**config.mk**
```make
export PLATFORM = sky130hd
export DESIGN_NAME = arsc_ctl
export DESIGN_NICKNAME = d
export VERILOG_FILES = /design/src/arsc_pkg.sv /design/src/arsc_tick_if.sv /design/src/arsc_ctl.sv /design/src/arsc_bit_timer.sv
export SDC_FILE = /design/constraint.sdc
export NUM_CORES = 1
export LEC_CHECK = 0
export BUFFER_PORTS_ARGS = -buffer_cell sky130_fd_sc_hd__buf_4
export CORE_ASPECT_RATIO = 0.5
export CORE_UTILIZATION = 47
export CTS_CLUSTER_DIAMETER = 80
export DETAILED_ROUTE_END_ITERATION = 8
export PLACE_DENSITY = 0.67
export SYNTH_ARGS = -nofsm -noshare
export SYNTH_HDL_FRONTEND = slang
export SYNTH_SLANG_ARGS = --single-unit
```
**constraint.sdc**
```tcl
create_clock -name clk_i -period 4.1 [get_ports clk_i]
set_clock_uncertainty 0.1 [all_clocks]
set_input_delay 0 -clock clk_i [delete_from_list [all_inputs] [get_ports clk_i]]
set_output_delay 0 -clock clk_i [all_outputs]
set_load 0.02 [all_outputs]
```
**src/arsc_pkg.sv**
```systemverilog
// Shared constants and types for the converter result and sleep control block
package arsc_pkg;
  // Clock and timing
  localparam int CLK_MHZ = 200;
  localparam int HOLD_DISC_NS = 100;
  localparam logic [4:0] HOLD_DISC_CYC = 5'((HOLD_DISC_NS * CLK_MHZ + 999) / 1000);
  localparam logic [2:0] INSTR_CYC = 3'h4; // One instruction cycle in oscillator periods
  // Conversion clock select codes
  localparam logic [1:0] CSEL_2OSC = 2'h0;
  localparam logic [1:0] CSEL_8OSC = 2'h1;
  localparam logic [1:0] CSEL_32OSC = 2'h2;
  localparam logic [1:0] CSEL_RC = 2'h3;
  // Half bit period terminal counts (half period minus one, in oscillator periods)
  localparam logic [3:0] HALF_TERM_2OSC = 4'h0;
  localparam logic [3:0] HALF_TERM_8OSC = 4'h3;
  localparam logic [3:0] HALF_TERM_32OSC = 4'hf;
  // Sequence lengths in half bit periods
  localparam logic [4:0] CONV_HALVES = 5'h17; // 11.5 bit periods
  localparam logic [4:0] FIRST_BIT_HALF = 5'h03;
  localparam logic [4:0] LAST_BIT_HALF = 5'h15;
  localparam logic [4:0] WAIT_HALVES = 5'h04; // 2 bit periods
  // Result layout
  localparam int RESULT_W = 10;
  localparam int PAD_W = 6;
  localparam logic [3:0] MSB_IDX = 4'h9;
  // Reset values of control bits
  localparam logic [1:0] CSEL_RST = 2'h0;
  typedef enum logic [1:0] {ST_IDLE, ST_DELAY, ST_CONV, ST_WAIT} arsc_state_e;
endpackage

```
**src/arsc_tick_if.sv**
```systemverilog
// Carrier between the sequencer and the bit period timer
`timescale 1ns/10ps
interface arsc_tick_if;
  logic run;
  logic [1:0] csel;
  logic rc_tick;
  logic half_tick;
  modport timer (input run, input csel, input rc_tick, output half_tick);
  modport ctl (output run, output csel, output rc_tick, input half_tick);
endinterface

```
**src/arsc_ctl.sv**
```systemverilog
// Converter sequencer, result pair and sleep handling
// Operation
// - Completion writes 10-bit result into pair
// - Justify select places result left or right
// - Unused six result bits load as zero
// - Converter off: result bytes are plain registers
// - Sleep conversion only with RC clock
// - RC clock delays start one instruction cycle
// - Completion clears start bit, loads result
// - Completion sets done flag regardless of enable
// - Sleep completion with enable wakes device
// - Sleep completion without enable powers down
// - Sleep with oscillator clock aborts, powers down
// - Reset clears control, powers off, aborts
// - Power-on reset leaves result pair unknown
// - Hold capacitor disconnects 100 ns after start
// - First code step at one LSB
// - Clearing start aborts, result kept
// - After a start-clear abort wait two bit periods
// - Clock select picks 2/8/32 osc or RC
// - Conversion lasts eleven and a half periods
`timescale 1ns/10ps
module arsc_ctl
  import arsc_pkg::*;
(
  input wire logic clk_i,                     // Oscillator clock, 200 MHz
  input wire logic reset_i,                   // Synchronous device reset
  input wire logic ctl_wr_i,                  // Control write strobe
  input wire logic converter_on_i,            // Control write data: converter on
  input wire logic [1:0] conv_clock_select_i, // Control write data: clock select
  input wire logic result_justify_select_i,   // Control write data: 1 right, 0 left
  input wire logic conv_done_irq_enable_i,    // Control write data: done irq enable
  input wire logic go_set_i,                  // Software sets start bit
  input wire logic go_clear_i,                // Software clears start bit
  input wire logic flag_clear_i,              // Software clears done flag
  input wire logic res_hi_wr_i,               // High result byte write strobe
  input wire logic res_lo_wr_i,               // Low result byte write strobe
  input wire logic [7:0] wdata_i,             // Result byte write data
  input wire logic sleep_i,                   // Device is in sleep
  input wire logic rc_tick_i,                 // Half period tick of RC clock
  input wire logic comparator_i,              // Input at or above trial level
  output logic converter_on_o,                // Converter on bit
  output logic [1:0] conv_clock_select_o,     // Clock select field
  output logic result_justify_select_o,       // Justify select bit
  output logic conv_done_irq_enable_o,        // Done irq enable bit
  output logic go_done_o,                     // Start/done bit
  output logic conv_done_flag_o,              // Done flag
  output logic wake_o,                        // Wake request pulse
  output logic converter_powered_o,           // Analog section powered
  output logic hold_connected_o,              // Hold capacitor on input
  output logic [RESULT_W-1:0] dac_code_o,     // Trial code for comparator
  output logic [7:0] result_high_byte_o,      // Result pair high byte
  output logic [7:0] result_low_byte_o        // Result pair low byte
);
  arsc_tick_if tk ();
  arsc_state_e state, next_state;
  logic on, next_on, fmt, next_fmt, ie, next_ie, go, next_go, flag, next_flag;
  logic sleep_pd, next_sleep_pd, hold, next_hold, wake, next_wake, pwr, next_pwr;
  logic [1:0] csel, next_csel;
  logic [4:0] disc_cnt, next_disc_cnt, half_cnt, next_half_cnt, n;
  logic [2:0] dly_cnt, next_dly_cnt;
  logic [RESULT_W-1:0] sar, next_sar, dac, next_dac;
  logic [3:0] idx, next_idx;
  logic done_evt, busy, abort_sleep;
  logic [15:0] load_val;

  arsc_bit_timer u_timer (
    .clk_i(clk_i),
    .reset_i(reset_i),
    .tk(tk)
  );

  // Timer runs only while conversion or the wait after completion or abort is in progress
  assign tk.run = (state == ST_CONV) || (state == ST_WAIT);
  assign tk.csel = csel;
  assign tk.rc_tick = rc_tick_i;
  assign busy = (state == ST_DELAY) || (state == ST_CONV);
  assign abort_sleep = sleep_i && (csel != CSEL_RC) && on;
  // Justified result with zero padding
  assign load_val = fmt ? {{PAD_W{1'b0}}, sar} : {sar, {PAD_W{1'b0}}};

  // Sequencer next state
  always_comb begin
    next_state = state;
    next_on = on;
    next_csel = csel;
    next_fmt = fmt;
    next_ie = ie;
    next_go = go;
    next_flag = flag;
    next_sleep_pd = sleep_pd;
    next_wake = 1'b0;
    next_disc_cnt = disc_cnt;
    next_half_cnt = half_cnt;
    next_dly_cnt = dly_cnt;
    next_sar = sar;
    next_idx = idx;
    done_evt = 1'b0;
    n = half_cnt + 5'h01;
    if (ctl_wr_i) begin
      next_on = converter_on_i;
      next_csel = conv_clock_select_i;
      next_fmt = result_justify_select_i;
      next_ie = conv_done_irq_enable_i;
    end
    if (flag_clear_i) begin
      next_flag = 1'b0;
    end
    // Power-down latch follows sleep; the on bit itself is never touched
    if (!sleep_i) begin
      next_sleep_pd = 1'b0;
    end else if (abort_sleep) begin
      next_sleep_pd = 1'b1;
    end
    if (busy && (disc_cnt != HOLD_DISC_CYC)) begin
      next_disc_cnt = disc_cnt + 5'h01;
    end
    case (state)
      ST_IDLE: begin
        if (go_set_i && on && !sleep_pd) begin
          next_go = 1'b1;
          next_disc_cnt = 5'h00;
          next_half_cnt = 5'h00;
          next_dly_cnt = 3'h0;
          next_sar = '0;
          next_idx = MSB_IDX;
          // Lets the sleep instruction retire before conversion noise starts
          next_state = (csel == CSEL_RC) ? ST_DELAY : ST_CONV;
        end
      end
      ST_DELAY: begin
        next_dly_cnt = dly_cnt + 3'h1;
        if (dly_cnt == INSTR_CYC - 3'h1) begin
          next_state = ST_CONV;
        end
      end
      ST_CONV: begin
        if (tk.half_tick && !hold) begin
          next_half_cnt = n;
          if (n >= FIRST_BIT_HALF && n <= LAST_BIT_HALF && n[0]) begin
            // Keep trial bit when input reaches trial level
            next_sar[idx] = comparator_i;
            next_idx = idx - 4'h1;
          end
          if (n == CONV_HALVES) begin
            done_evt = 1'b1;
          end
        end
      end
      ST_WAIT: begin
        if (tk.half_tick) begin
          next_half_cnt = n;
          if (n == WAIT_HALVES) begin
            next_state = ST_IDLE;
          end
        end
      end
      default: next_state = ST_IDLE;
    endcase
    // Completion: all effects in one edge, flag set wins over clear
    if (done_evt) begin
      next_go = 1'b0;
      next_flag = 1'b1;
      next_half_cnt = 5'h00;
      next_state = ST_WAIT;
      if (sleep_i && ie) begin
        next_wake = 1'b1;
      end else if (sleep_i) begin
        next_sleep_pd = 1'b1;
      end
    end
    // Aborts: software clear waits two periods; power loss goes straight idle
    if (busy && !done_evt) begin
      if (!on || abort_sleep) begin
        next_go = 1'b0;
        next_state = ST_IDLE;
      end else if (go_clear_i) begin
        next_go = 1'b0;
        next_half_cnt = 5'h00;
        next_state = ST_WAIT;
      end
    end
    next_pwr = next_on && !next_sleep_pd;
    case (next_state)
      ST_IDLE: next_hold = next_pwr;
      ST_WAIT: next_hold = 1'b0;
      default: next_hold = next_disc_cnt != HOLD_DISC_CYC;
    endcase
    next_dac = next_sar;
    // Index wraps past the last bit; no trial bit is shown once all bits are resolved
    if (next_state == ST_CONV && next_idx <= MSB_IDX) begin
      next_dac[next_idx] = 1'b1;
    end
  end

  // Control and sequencer registers
  always_ff @(posedge clk_i) begin
    if (reset_i) begin
      state <= ST_IDLE;
      on <= 1'b0;
      csel <= CSEL_RST;
      fmt <= 1'b0;
      ie <= 1'b0;
      go <= 1'b0;
      flag <= 1'b0;
      sleep_pd <= 1'b0;
      wake <= 1'b0;
      pwr <= 1'b0;
      hold <= 1'b0;
      disc_cnt <= 5'h00;
      half_cnt <= 5'h00;
      dly_cnt <= 3'h0;
      sar <= '0;
      idx <= MSB_IDX;
      dac <= '0;
    end else begin
      state <= next_state;
      on <= next_on;
      csel <= next_csel;
      fmt <= next_fmt;
      ie <= next_ie;
      go <= next_go;
      flag <= next_flag;
      sleep_pd <= next_sleep_pd;
      wake <= next_wake;
      pwr <= next_pwr;
      hold <= next_hold;
      disc_cnt <= next_disc_cnt;
      half_cnt <= next_half_cnt;
      dly_cnt <= next_dly_cnt;
      sar <= next_sar;
      idx <= next_idx;
      dac <= next_dac;
    end
  end

  // Result pair carries no reset so its power-on content is undefined
  always_ff @(posedge clk_i) begin
    if (done_evt) begin
      {result_high_byte_o, result_low_byte_o} <= load_val;
    end else begin
      if (res_hi_wr_i && !on) begin
        result_high_byte_o <= wdata_i;
      end
      if (res_lo_wr_i && !on) begin
        result_low_byte_o <= wdata_i;
      end
    end
  end

  assign converter_on_o = on;
  assign conv_clock_select_o = csel;
  assign result_justify_select_o = fmt;
  assign conv_done_irq_enable_o = ie;
  assign go_done_o = go;
  assign conv_done_flag_o = flag;
  assign wake_o = wake;
  assign converter_powered_o = pwr;
  assign hold_connected_o = hold;
  assign dac_code_o = dac;

  AST_RESULT_LOAD: assert property (@(posedge clk_i) disable iff (reset_i)
    done_evt |=> {result_high_byte_o, result_low_byte_o} == $past(load_val))
    else $error("result pair not loaded on completion");
  AST_PAD_ZERO: assert property (@(posedge clk_i) disable iff (reset_i)
    done_evt && fmt |=> result_high_byte_o[7:2] == 6'h00)
    else $error("right justified result has nonzero pad");
  AST_DONE_ATOMIC: assert property (@(posedge clk_i) disable iff (reset_i)
    done_evt |=> !go_done_o && conv_done_flag_o && state == ST_WAIT)
    else $error("completion effects not in one cycle");
  AST_FLAG_SET_WINS: assert property (@(posedge clk_i) disable iff (reset_i)
    done_evt && flag_clear_i && !ie |=> conv_done_flag_o)
    else $error("done flag lost or gated by enable");
  AST_RC_DELAY: assert property (@(posedge clk_i) disable iff (reset_i)
    $rose(go_done_o) && csel == CSEL_RC |-> state == ST_DELAY [*4])
    else $error("RC start not delayed one instruction cycle");
  AST_SLEEP_ABORT: assert property (@(posedge clk_i) disable iff (reset_i)
    busy && abort_sleep && !ctl_wr_i && !done_evt
    |=> state == ST_IDLE && !go_done_o && converter_on_o && !converter_powered_o)
    else $error("sleep with oscillator clock did not abort");
  AST_WAKE: assert property (@(posedge clk_i) disable iff (reset_i)
    done_evt && sleep_i && ie |=> wake_o ##1 !wake_o)
    else $error("no wake pulse on sleep completion");
  AST_SLEEP_PD: assert property (@(posedge clk_i) disable iff (reset_i)
    done_evt && sleep_i && !ie && !ctl_wr_i |=> !converter_powered_o && converter_on_o)
    else $error("converter not powered down after sleep completion");
  AST_ABORT_KEEP: assert property (@(posedge clk_i) disable iff (reset_i)
    state == ST_CONV && go_clear_i && on && !abort_sleep && !done_evt && !ctl_wr_i
    |=> state == ST_WAIT && $stable({result_high_byte_o, result_low_byte_o}))
    else $error("abort changed result or skipped wait");
  AST_HOLD_DISC: assert property (@(posedge clk_i) disable iff (reset_i)
    $rose(go_done_o) |-> ##[19:20] (!hold_connected_o || !go_done_o))
    else $error("hold capacitor not disconnected in time");
  COV_DONE: cover property (@(posedge clk_i) disable iff (reset_i) done_evt);
  COV_ABORT: cover property (@(posedge clk_i) disable iff (reset_i)
    state == ST_CONV && go_clear_i);
  COV_WAKE: cover property (@(posedge clk_i) disable iff (reset_i) wake_o);
  COV_SLEEP_ABORT: cover property (@(posedge clk_i) disable iff (reset_i)
    busy && abort_sleep);
endmodule

```
**src/arsc_bit_timer.sv**
```systemverilog
// Bit period timer: produces one pulse per half bit period
`timescale 1ns/10ps
module arsc_bit_timer
  import arsc_pkg::*;
(
  input wire logic clk_i,   // Oscillator clock
  input wire logic reset_i, // Synchronous reset
  arsc_tick_if.timer tk     // Timer side of the carrier
);
  logic [3:0] cnt;
  logic [3:0] next_cnt;
  logic tick;
  logic next_tick;
  logic [3:0] term;

  // Divider per clock select, RC ticks pass through
  always_comb begin
    case (tk.csel)
      CSEL_2OSC: term = HALF_TERM_2OSC;
      CSEL_8OSC: term = HALF_TERM_8OSC;
      default: term = HALF_TERM_32OSC;
    endcase
    next_cnt = cnt;
    next_tick = 1'b0;
    if (!tk.run) begin
      next_cnt = 4'h0; // Phase restarts with each run
    end else if (tk.csel == CSEL_RC) begin
      next_tick = tk.rc_tick;
    end else if (cnt == term) begin
      next_cnt = 4'h0;
      next_tick = 1'b1;
    end else begin
      next_cnt = cnt + 4'h1;
    end
  end

  // Registers
  always_ff @(posedge clk_i) begin
    if (reset_i) begin
      cnt <= 4'h0;
      tick <= 1'b0;
    end else begin
      cnt <= next_cnt;
      tick <= next_tick;
    end
  end

  assign tk.half_tick = tick;
endmodule

```
After elaboration in Yosys (flattened, before gate mapping)
Index checks and enable logic that the tools add are counted.
{"block": "word_totals", "ff_bits": 71, "romBits": 0, "latchBits": 0, "elab_cells": 150, "n_memories": 0, "ramBits": 0}
{"block": "classes", "magnitude_cmp": 7, "addsub": 5, "muxes": 65, "n_shift": 0, "n_mul": 0, "div": 0, "bitwise_logic": 3, "reduce_logical": 34, "n_eq_ne": 15}
{"op": "$mux 5", "count": 10}
{"op": "$mux 10", "count": 4}
{"op": "$mux 8", "count": 4}
{"op": "$mux 1", "count": 22}
{"op": "$pmux 10 s2", "count": 1}
{"op": "$mux 2", "count": 9}
{"op": "$logic_and 1x1->1", "count": 16}
{"op": "$mux 16", "count": 1}
{"op": "$mux 4", "count": 4}
{"op": "$pmux 4 s2", "count": 2}
{"op": "$pmux 5 s3", "count": 1}
{"op": "$add 5x1->5 const B", "count": 2}
{"op": "$bwmux 10", "count": 1}
{"op": "$eq 2x2->1 const B", "count": 5}
{"op": "$lt 4x5->1 const B", "count": 2}
{"op": "$ne 5x5->1 const B", "count": 2}
{"op": "$or 10x10->10", "count": 1}
{"op": "$demux 1 s4", "count": 2}
{"op": "$ge 4x1->1 const B", "count": 2}
{"op": "$reduce_bool 2->1", "count": 4}
{"op": "$logic_not 2->1", "count": 3}
{"op": "$pmux 2 s3", "count": 1}
{"op": "$pmux 3 s2", "count": 1}
{"op": "$eq 5x3->1 const B", "count": 1}
{"op": "other kinds (18)", "count": 28}

Depth between registers and ports, before layout
Gate-level depths: netlist (run 1).
{"block": "logic_depth", "ltp_word": 13, "ltp_mapped": 16, "ltp_nobuf": 15}

Modules after synthesis
From an unflattened synthesis (run 1), not the netlist that was laid out.
{"block": "unflattened", "cells_unflattened": 423, "hier_area_um2": 3913.8}
{"module": "arsc_ctl", "cells_per_inst": 395, "area_each_um2": 3636.0, "instances": 1}
{"module": "arsc_bit_timer", "cells_per_inst": 28, "area_each_um2": 277.8, "instances": 1}

Worst setup path before layout (run 1)
Ideal clock, no wire load.
{"block": "synth_path", "kind": "register to register", "from": "register half_cnt[1]", "to": "register dac[0] (netlist: dac_code_o[0])", "path_stages_with_launch": 15, "setup_slack_ps": 651, "t_arrival_ps": 3278, "path_cell_list": "dfxtp_1 ha_1 nand3_2 xor2_2 or4_1 buf_2 a21boi_0 inv_1 ha_1 inv_1 or3_1 a32o_1 o21ai_2 or3b_1 o21bai_1"}
{"item": "start: declaration", "line_no": "arsc_ctl.sv:60", "rtl": "logic [4:0] disc_cnt, next_disc_cnt, half_cnt, next_half_cnt, n;"}
{"item": "start signal: assignment", "line_no": "arsc_ctl.sv:229", "rtl": "half_cnt <= next_half_cnt;"}
{"item": "$add 5x1->5 (*)", "line_no": "arsc_ctl.sv:99", "rtl": "n = half_cnt + 5'h01;"}
{"item": "$eq 5x3->1 / $eq 5x5->1 (equally long branches)", "line_no": "arsc_ctl.sv:153, arsc_ctl.sv:145"}
{"item": "$mux 2 / $mux 1 (equally long branches)", "line_no": "arsc_ctl.sv:153, arsc_ctl.sv:145"}
{"item": "$mux 2 / $mux 1 (equally long branches)", "line_no": "arsc_ctl.sv:151, arsc_ctl.sv:138"}
{"item": "$pmux 2 s3 / $mux 1 (equally long branches)", "line_no": "arsc_ctl.sv:118", "rtl": "case (state)"}
{"item": "$mux 2", "line_no": "arsc_ctl.sv:161", "rtl": "if (done_evt) begin"}
{"item": "$mux 2", "line_no": "arsc_ctl.sv:177", "rtl": "end else if (go_clear_i) begin"}
{"item": "$mux 2", "line_no": "arsc_ctl.sv:174", "rtl": "if (!on || abort_sleep) begin"}
{"item": "$mux 2 (*)", "line_no": "arsc_ctl.sv:173", "rtl": "if (busy && !done_evt) begin"}
{"item": "net next_state[1]", "line_no": "arsc_ctl.sv:56", "rtl": "arsc_state_e state, next_state;"}
{"item": "$eq 2x2->1 (*)", "line_no": "arsc_ctl.sv:191", "rtl": "if (next_state == ST_CONV && next_idx <= MSB_IDX) begin"}
{"item": "$logic_and 1x1->1 (*)", "line_no": "arsc_ctl.sv:191"}
{"item": "$mux 10 (*)", "line_no": "arsc_ctl.sv:191"}
{"item": "end signal: assignment", "line_no": "arsc_ctl.sv:233", "rtl": "dac <= next_dac;"}
{"item": "end: declaration", "line_no": "arsc_ctl.sv:62", "rtl": "logic [RESULT_W-1:0] sar, next_sar, dac, next_dac;"}
The timed path passes the listed nets; every way through them passes the cells marked *.
A chain may end at the register's enable or synchronous reset.

Worst setup path after layout (run 1)
{"block": "layout_path", "from": "register half_cnt[0]", "to": "register dac[0] (netlist: dac_code_o[0])"}
{"block": "layout_via", "elab_chain_cells": 13}
{"item": "$add 5x1->5 (*)", "line_no": "arsc_ctl.sv:99"}
{"item": "$ge 5x2->1 / $le 5x5->1 (equally long branches)", "line_no": "arsc_ctl.sv:140", "rtl": "if (n >= FIRST_BIT_HALF && n <= LAST_BIT_HALF && n[0]) begin"}
{"item": "$logic_and 1x1->1 (2 in a row)", "line_no": "arsc_ctl.sv:140"}
{"item": "$mux 4", "line_no": "arsc_ctl.sv:140"}
{"item": "$mux 4", "line_no": "arsc_ctl.sv:138", "rtl": "if (tk.half_tick && !hold) begin"}
{"item": "$pmux 4 s2", "line_no": "arsc_ctl.sv:118"}
{"item": "$lt 4x5->1 (not written as such) / $ge 4x1->1 (equally long branches)", "line_no": "arsc_ctl.sv:192", "rtl": "next_dac[next_idx] = 1'b1;"}
{"item": "$logic_and 1x1->1 (not written as such)", "line_no": "arsc_ctl.sv:192"}
{"item": "$mux 1 (not written as such)", "line_no": "arsc_ctl.sv:192"}
{"item": "$demux 1 s4", "line_no": "arsc_ctl.sv:192"}
{"item": "$or 10x10->10 (no line)"}
{"item": "$mux 10 (*)", "line_no": "arsc_ctl.sv:191"}
Every way passes the cells marked *; elsewhere a longest branch is shown, timed or not.

==> results.sh, run 1 <==
export IMPL_worstPathMaxFanout=7
export IMPL_p_total_w=0.002065
export IMPL_slew_violations=0
export IMPL_peakVddDrop_uv=225.6
export IMPL_path_class="reg -> reg"
export IMPL_cp_common_cell="ha_1"
export IMPL_finalSetupTns_ns=0
export IMPL_yosys_area_share_simple_pct=21.61
export IMPL_grt_total_usage_pct=22.32
export IMPL_ff2ff_path_depth=14
export IMPL_slowest_stage="dfxtp_1"
export IMPL_grt_pass1_wl_mm=14.52
export IMPL_synth_edf_count=16
export IMPL_crit_path_end_kind="register"
export IMPL_netlist_instances=422
export IMPL_placed_cell_area_mm2=0.004404
export IMPL_instances_no_fill=621
export IMPL_layout_commonest_cell="buf_4"
export IMPL_post_drt_wl_per_cell_um=14.49
export IMPL_grt_overflow=0
export IMPL_grt_start_max_net_pins=34
export IMPL_wirelength_mm=8.997
export IMPL_maxCapViolCount=0
export IMPL_critPathLaunch="half_cnt[0]"
export IMPL_dpl_worst_slack_ns=0.3646
export IMPL_hold_path_depth=3
export IMPL_synth_compound_area_share_pct=19.14
export IMPL_clkTransAtPathRegs_ns=0.06
export IMPL_cts_sinks=71
export IMPL_cts_tree="done"
export IMPL_antenna_left=0
export IMPL_power_leakage_nw=2.023
export IMPL_critPathArrivalTime_ns=3.96
export IMPL_dp_hpwl_mm=6.232
export IMPL_layout_min_cycle_time_ns=3.797
export IMPL_worstMarginPinSlew_ns=1.191
export IMPL_htreeDepth=3
export IMPL_worst_slew_margin_rel_pct=19.76
export IMPL_vias_per_cell=5.361
export IMPL_start_util_pct=48.62
export IMPL_max_freq_mhz=263.3
export IMPL_worst_r2r_endpoint="dac_code_o[0]"
export IMPL_hold_path_class="in -> reg"
export IMPL_syn_nets=466
export IMPL_min_from="comparator_i"
export IMPL_design_area_mm2=0.004960
export IMPL_start_kind="register"
export IMPL_ios=60
export IMPL_synth_top_family_by_area="simple AND/OR/NAND/NOR gates"
export IMPL_synth_mux_area_fraction_pct=4.214
export IMPL_netlist_area_mm2=0.003890
export IMPL_port_buffers=59
export IMPL_crit_family="compound AO/OA/AOI/OAI gates"
export IMPL_period_share_pct=92.62
export IMPL_hold_path_end="sar[5]"
export IMPL_antenna_cells=0
export IMPL_seq_area_frac_synth_pct=40.66
export IMPL_hold_viol_final=0
export IMPL_status="finished clean"
export IMPL_ys_ff_latch=71
export IMPL_drive_gt1_share_pct=19.65
export IMPL_clk_path_buf_depth=2
export IMPL_antenna_found_initial=0
export IMPL_cts_root_buffer_cell="clkbuf_16"
export IMPL_netlist_cell_type_count=69
export IMPL_place_gp_congestion=0.8089
export IMPL_first_global_vias=2970
export IMPL_die_area_mm2=0.008667
export IMPL_ys_flop_type="dfxtp_1"
export IMPL_r2r_start="half_cnt[0]"
export IMPL_final_setup_viol_count=0
export IMPL_nets=548
export IMPL_required_ns=4.26
export IMPL_clock_latency_ns=0.33
export IMPL_synthAdderAreaFrac_pct=6.433
export IMPL_layout_cells_most_common_list="buf_4 (62), dfxtp_1 (55), nand2_1 (46), nor2_1 (35), dlygate4sd3_1 (28)"
export IMPL_ff2ff_setup_slack_ns=0.30
export IMPL_layout_setup_ws_ns=0.3026
export IMPL_coreArea_mm2=0.008000
export IMPL_yosys_warnings=0
export IMPL_vias=3329
export IMPL_syn_to_final_growth_pct=27.50
export IMPL_die_w_um=130.7
export IMPL_p_per_area_mw_per_mm2=416.4
export IMPL_cts_setup_buffers=0
export IMPL_numCtsBuffers=9
export IMPL_postSynth_asyncResetShare_pct=0
export IMPL_dr_pass1_iters=5
export IMPL_worstPathCellList="ha_1 -> nand3_2 -> xnor2_1 -> o31ai_1 -> nor3b_1 -> o211ai_1 -> a21boi_0 -> ha_1 -> inv_1 -> or3_1 -> a32o_1 -> o21ai_2 -> or3b_1 -> o21bai_1"
export IMPL_place_inst=577
export IMPL_path_buf_inv=1
export IMPL_rsz0062_at_grt="no"
export IMPL_syn_area_per_cell_um2=9.218
export IMPL_rows=23
export IMPL_post_cts_resized_instances=0
export IMPL_synth_xor_area_share_pct=3.088
export IMPL_die_h_um=66.33
export IMPL_drt_iter0_markers=273
export IMPL_remaining_drc_errors=0
export IMPL_slowest_delay_ns=0.46
[synth_stat cells (all sizes together) (5+ instances only)]
| library cell | n | share of area [%] |
|---|---|---|
| nand3 | 11 | 1.9 |
| nand3b | 6 | 1.2 |
| o21bai | 7 | 1.4 |
| nand2 | 46 | 4.4 |
| mux2i | 13 | 3.4 |
| xnor2 | 7 | 1.8 |
| inv | 26 | 2.5 |
| nand4 | 10 | 1.9 |
| dfxtp | 55 | 28 |
| a21oi | 21 | 3.0 |
| nor2b | 8 | 1.3 |
| clkbuf | 11 | 1.1 |
| nor2 | 35 | 3.4 |
| ha | 20 | 6.4 |
| edfxtp | 16 | 12 |
| a22o | 8 | 1.8 |
| buf | 8 | 1.3 |
| o21ai | 22 | 2.9 |
| xor2 | 5 | 1.3 |
| nand2b | 11 | 1.8 |
| a31oi | 5 | 0.80 |
[worst max-delay path by stage]
stage / end / slack, ns / cells after the start
after detailed placement: dac_code_o[0] / 0.36 / 14
after global placement: dac_code_o[0] / 0.47 / 14
after global routing: dac_code_o[4] / 0.02 / 14
final: dac_code_o[0] / 0.30 / 14
after CTS: dac_code_o[0] / 0.34 / 14
after floorplan: dac_code_o[0] / 0.65 / 14
[per-stage QoR]
step,hold WS [ns],util [%]
floorplan,0.02739,-
global placement,0.1418,55.05
detailed placement,0.1454,55.05
CTS,0.06102,62.00
global route,0.09294,62.00
finish,0.07560,62.00
[metal layers]
metal	GRT usage, %	vias up	routed length [µm]
met2	35.91	101	4110
li1	-	1676	-
met3	6.068	10	411
met1	28.47	1542	4348
met4	8.764	0	127
met5	0	-	0
[where the power goes]
| part | total, W | switching [W] | internal [W] |
|---|---|---|---|
| Sequential | 0.000784 | 0.0000277 | 0.000756 |
| Clock | 0.000706 | 0.000298 | 0.000408 |
| Combinational | 0.000575 | 0.000351 | 0.000223 |
[area by class of cell]
cell class	count	area (µm²)
fillers	702	3040
multi-input cells	306	2120
flip-flops and latches	71	1582
repair buffers	90	745.7
clock buffers	9	225.2
well taps	112	140.1
inverters	26	97.59
clock inverters	7	50.05
[registers in the layout, indices dropped and copies added, names as in the netlist, 2 cells and up]
signal and flops:
state 2, disc_cnt 5, result_high_byte_o 8, half_cnt 5, dac_code_o 10, idx 4, conv_clock_select_o 2, dly_cnt 3
result_low_byte_o 8, sar 10, u_timer.cnt 4
[tightest hold or removal path, cell delays in order]
cell and delay, ns:
buf_4 0.10, nand2_1 0.16, o22ai_1 0.19
[cells by family (layout without fill, tap and decap cells)]
group                      count (synthesis)  after routing
DFF                                       71             71
and+or+nand+nor                          158            158
AOI/OAI and AO/OA                        101            101
adders and majority gates                 20             20
buffers and inverters                     45            132
muxes                                     15             15
xor gates and xnor gates                  12             12
[what timing repair did]
action	in CTS	in global routing
endpoints found under the setup margin	0	0
hold buffers	28	0
endpoints found under the hold margin	35	0
No activity file was read; power rests on OpenSTA's default activity.
==> run 2, diff against run 1 <==
--- a/config.mk
+++ b/config.mk
@@ -7,9 +7,11 @@
 export LEC_CHECK = 0
 export BUFFER_PORTS_ARGS = -buffer_cell sky130_fd_sc_hd__buf_4
 export CORE_ASPECT_RATIO = 0.5
+export CORE_MARGIN = 3
 export CORE_UTILIZATION = 47
 export CTS_CLUSTER_DIAMETER = 80
 export DETAILED_ROUTE_END_ITERATION = 8
+export GPL_ROUTABILITY_DRIVEN = 0
 export PLACE_DENSITY = 0.67
 export SYNTH_ARGS = -nofsm -noshare
 export SYNTH_HDL_FRONTEND = slang
==> results.sh, run 2 (same netlist as run 1, synthesis figures left out) <==
export IMPL_numCtsBuffers=9
export IMPL_dpl_worst_slack_ns=0.3330
export IMPL_hold_path_depth=3
export IMPL_clock_latency_ns=0.33
export IMPL_die_w_um=134.7
export IMPL_drive_gt1_share_pct=19.65
export IMPL_slew_violations=0
export IMPL_coreArea_mm2=0.007680
export IMPL_vias=3294
export IMPL_antenna_found_initial=0
export IMPL_finalSetupTns_ns=0
export IMPL_nets=548
export IMPL_grt_pass1_wl_mm=14.96
export IMPL_cts_sinks=71
export IMPL_ios=60
export IMPL_holdWs_ns=0.05134
export IMPL_worstPathMaxFanout=8
export IMPL_max_freq_mhz=271.5
export IMPL_critPathArrivalTime_ns=3.85
export IMPL_vias_per_cell=5.339
export IMPL_htreeDepth=3
export IMPL_layout_setup_ws_ns=0.4164
export IMPL_first_global_vias=3174
export IMPL_multiInputGateArea_mm2=0.002120
export IMPL_wirelength_mm=8.843
export IMPL_slowest_stage="dfxtp_1"
export IMPL_dr_pass1_iters=5
export IMPL_remaining_drc_errors=0
export IMPL_layout_commonest_cell="buf_4"
export IMPL_ff2ff_path_depth=14
export IMPL_grt_total_usage_pct=19.55
export IMPL_power_leakage_nw=2.037
export IMPL_worstMarginPinSlew_ns=1.106
export IMPL_ff_latch_area_mm2=0.001582
export IMPL_worstSetupPathDepth=14
export IMPL_layout_cells_most_common_list="buf_4 (62), dfxtp_1 (55), nand2_1 (46), nor2_1 (35), dlygate4sd3_1 (28)"
export IMPL_worstPathCellList="ha_1 -> nor3b_1 -> a31oi_1 -> o31ai_1 -> nor3b_1 -> o211ai_1 -> a21boi_1 -> ha_1 -> inv_1 -> or3_1 -> a32o_1 -> o21ai_2 -> or3b_1 -> o21bai_1"
export IMPL_layout_min_cycle_time_ns=3.684
export IMPL_crit_family="compound AO/OA/AOI/OAI gates"
export IMPL_fillers=673
export IMPL_start_kind="register"
export IMPL_hold_viol_final=0
export IMPL_drt_iter0_markers=239
export IMPL_status="finished clean"
export IMPL_die_area_mm2=0.009471
export IMPL_rows=22
export IMPL_syn_to_final_growth_pct=27.95
export IMPL_crit_path_end_kind="register"
export IMPL_grt_overflow=0
export IMPL_post_drt_wl_per_cell_um=14.33
export IMPL_start_util_pct=50.65
export IMPL_clkTransAtPathRegs_ns=0.06
export IMPL_grt_start_max_net_pins=34
export IMPL_peakVddDrop_uv=287.1
export IMPL_path_class="reg -> reg"
export IMPL_path_buf_inv=1
export IMPL_slowest_delay_ns=0.46
export IMPL_rsz0062_at_grt="no"
export IMPL_p_per_area_mw_per_mm2=427.2
export IMPL_dp_hpwl_mm=6.321
export IMPL_worst_slew_margin_rel_pct=25.48
export IMPL_maxCapViolCount=0
export IMPL_hold_path_class="in -> reg"
export IMPL_cts_tree="done"
export IMPL_period_share_pct=89.84
export IMPL_cts_setup_buffers=0
export IMPL_port_buffers=59
export IMPL_die_h_um=70.33
export IMPL_clk_path_buf_depth=2
export IMPL_cts_root_buffer_cell="clkbuf_16"
export IMPL_antenna_cells=0
export IMPL_required_ns=4.26
export IMPL_final_setup_viol_count=0
export IMPL_antenna_left=0
[run 2: cell count changes in the layout (fill, tap and decap cells not counted), sizes merged]
cell	change
clkinv	-1
clkinvlp	-1
bufinv	+1
inv	+1
[run 2: per-layer routing]
layer	vias to the layer above	routed length (µm)	GRT usage, %
li1	1664	-	-
met1	1534	4340	25.60
met2	87	3953	31.88
met3	9	466	5.324
met4	0	82	5.305
met5	-	0	0
[run 2: tightest hold or removal path, delay by kind of cell]
| kind | cells | cell delay (ns) |
|---|---|---|
| buffers and inverters | 1 | 0.12 |
| AOI/OAI and AO/OA | 1 | 0.13 |
| and+or+nand+nor | 1 | 0.17 |
[run 2: timing repair]
| action | 4_1_cts | 5_1_grt |
|---|---|---|
| endpoints found under the setup margin | 0 | 2 |
| hold buffers | 28 | 0 |
| endpoints found under the hold margin | 32 | 0 |
| gates resized for setup | 0 | 1 |
[run 2: cell type report]
cell class / count / area share, %
Tap cell: 108 / 2.715
Sequential cell: 71 / 31.77
Clock inverter: 7 / 1.458
Timing Repair Buffer: 90 / 14.98
Multi-Input combinational cell: 306 / 42.58
Clock buffer: 9 / 4.525
Inverter: 26 / 1.961
[run 2: path summary, 6_finish.rpt]
| path | from | to | slack [ns] |
|---|---|---|---|
| max | half_cnt[1] | dac_code_o[0] | 0.42 |
| min | comparator_i | sar[4] | 0.05 |
| max reg2reg | half_cnt[1] | dac_code_o[0] | 0.42 |
| min reg2reg | dly_cnt[2] | dly_cnt[2] | 0.40 |
[run 2: stage by stage]
| stage | cell area (µm²) | total power (W) | util [%] | std cells |
|---|---|---|---|---|
| detailed placement | 4399 | 0.001337 | 57.28 | 573 |
| global placement | 4399 | 0.001335 | 57.28 | 573 |
| CTS | 4977 | 0.002136 | 64.81 | 617 |
| floorplan | 3890 | 0.001179 | - | 422 |
| global route | 4977 | 0.002238 | 64.81 | 617 |
| finish | 4977 | 0.002126 | 64.81 | 617 |
[run 2: power by group]
part	total (W)	internal (W)	switching (W)
clock	0.000770	0.000471	0.000299
sequential	0.000786	0.000757	0.0000291
combinational	0.000571	0.000225	0.000346
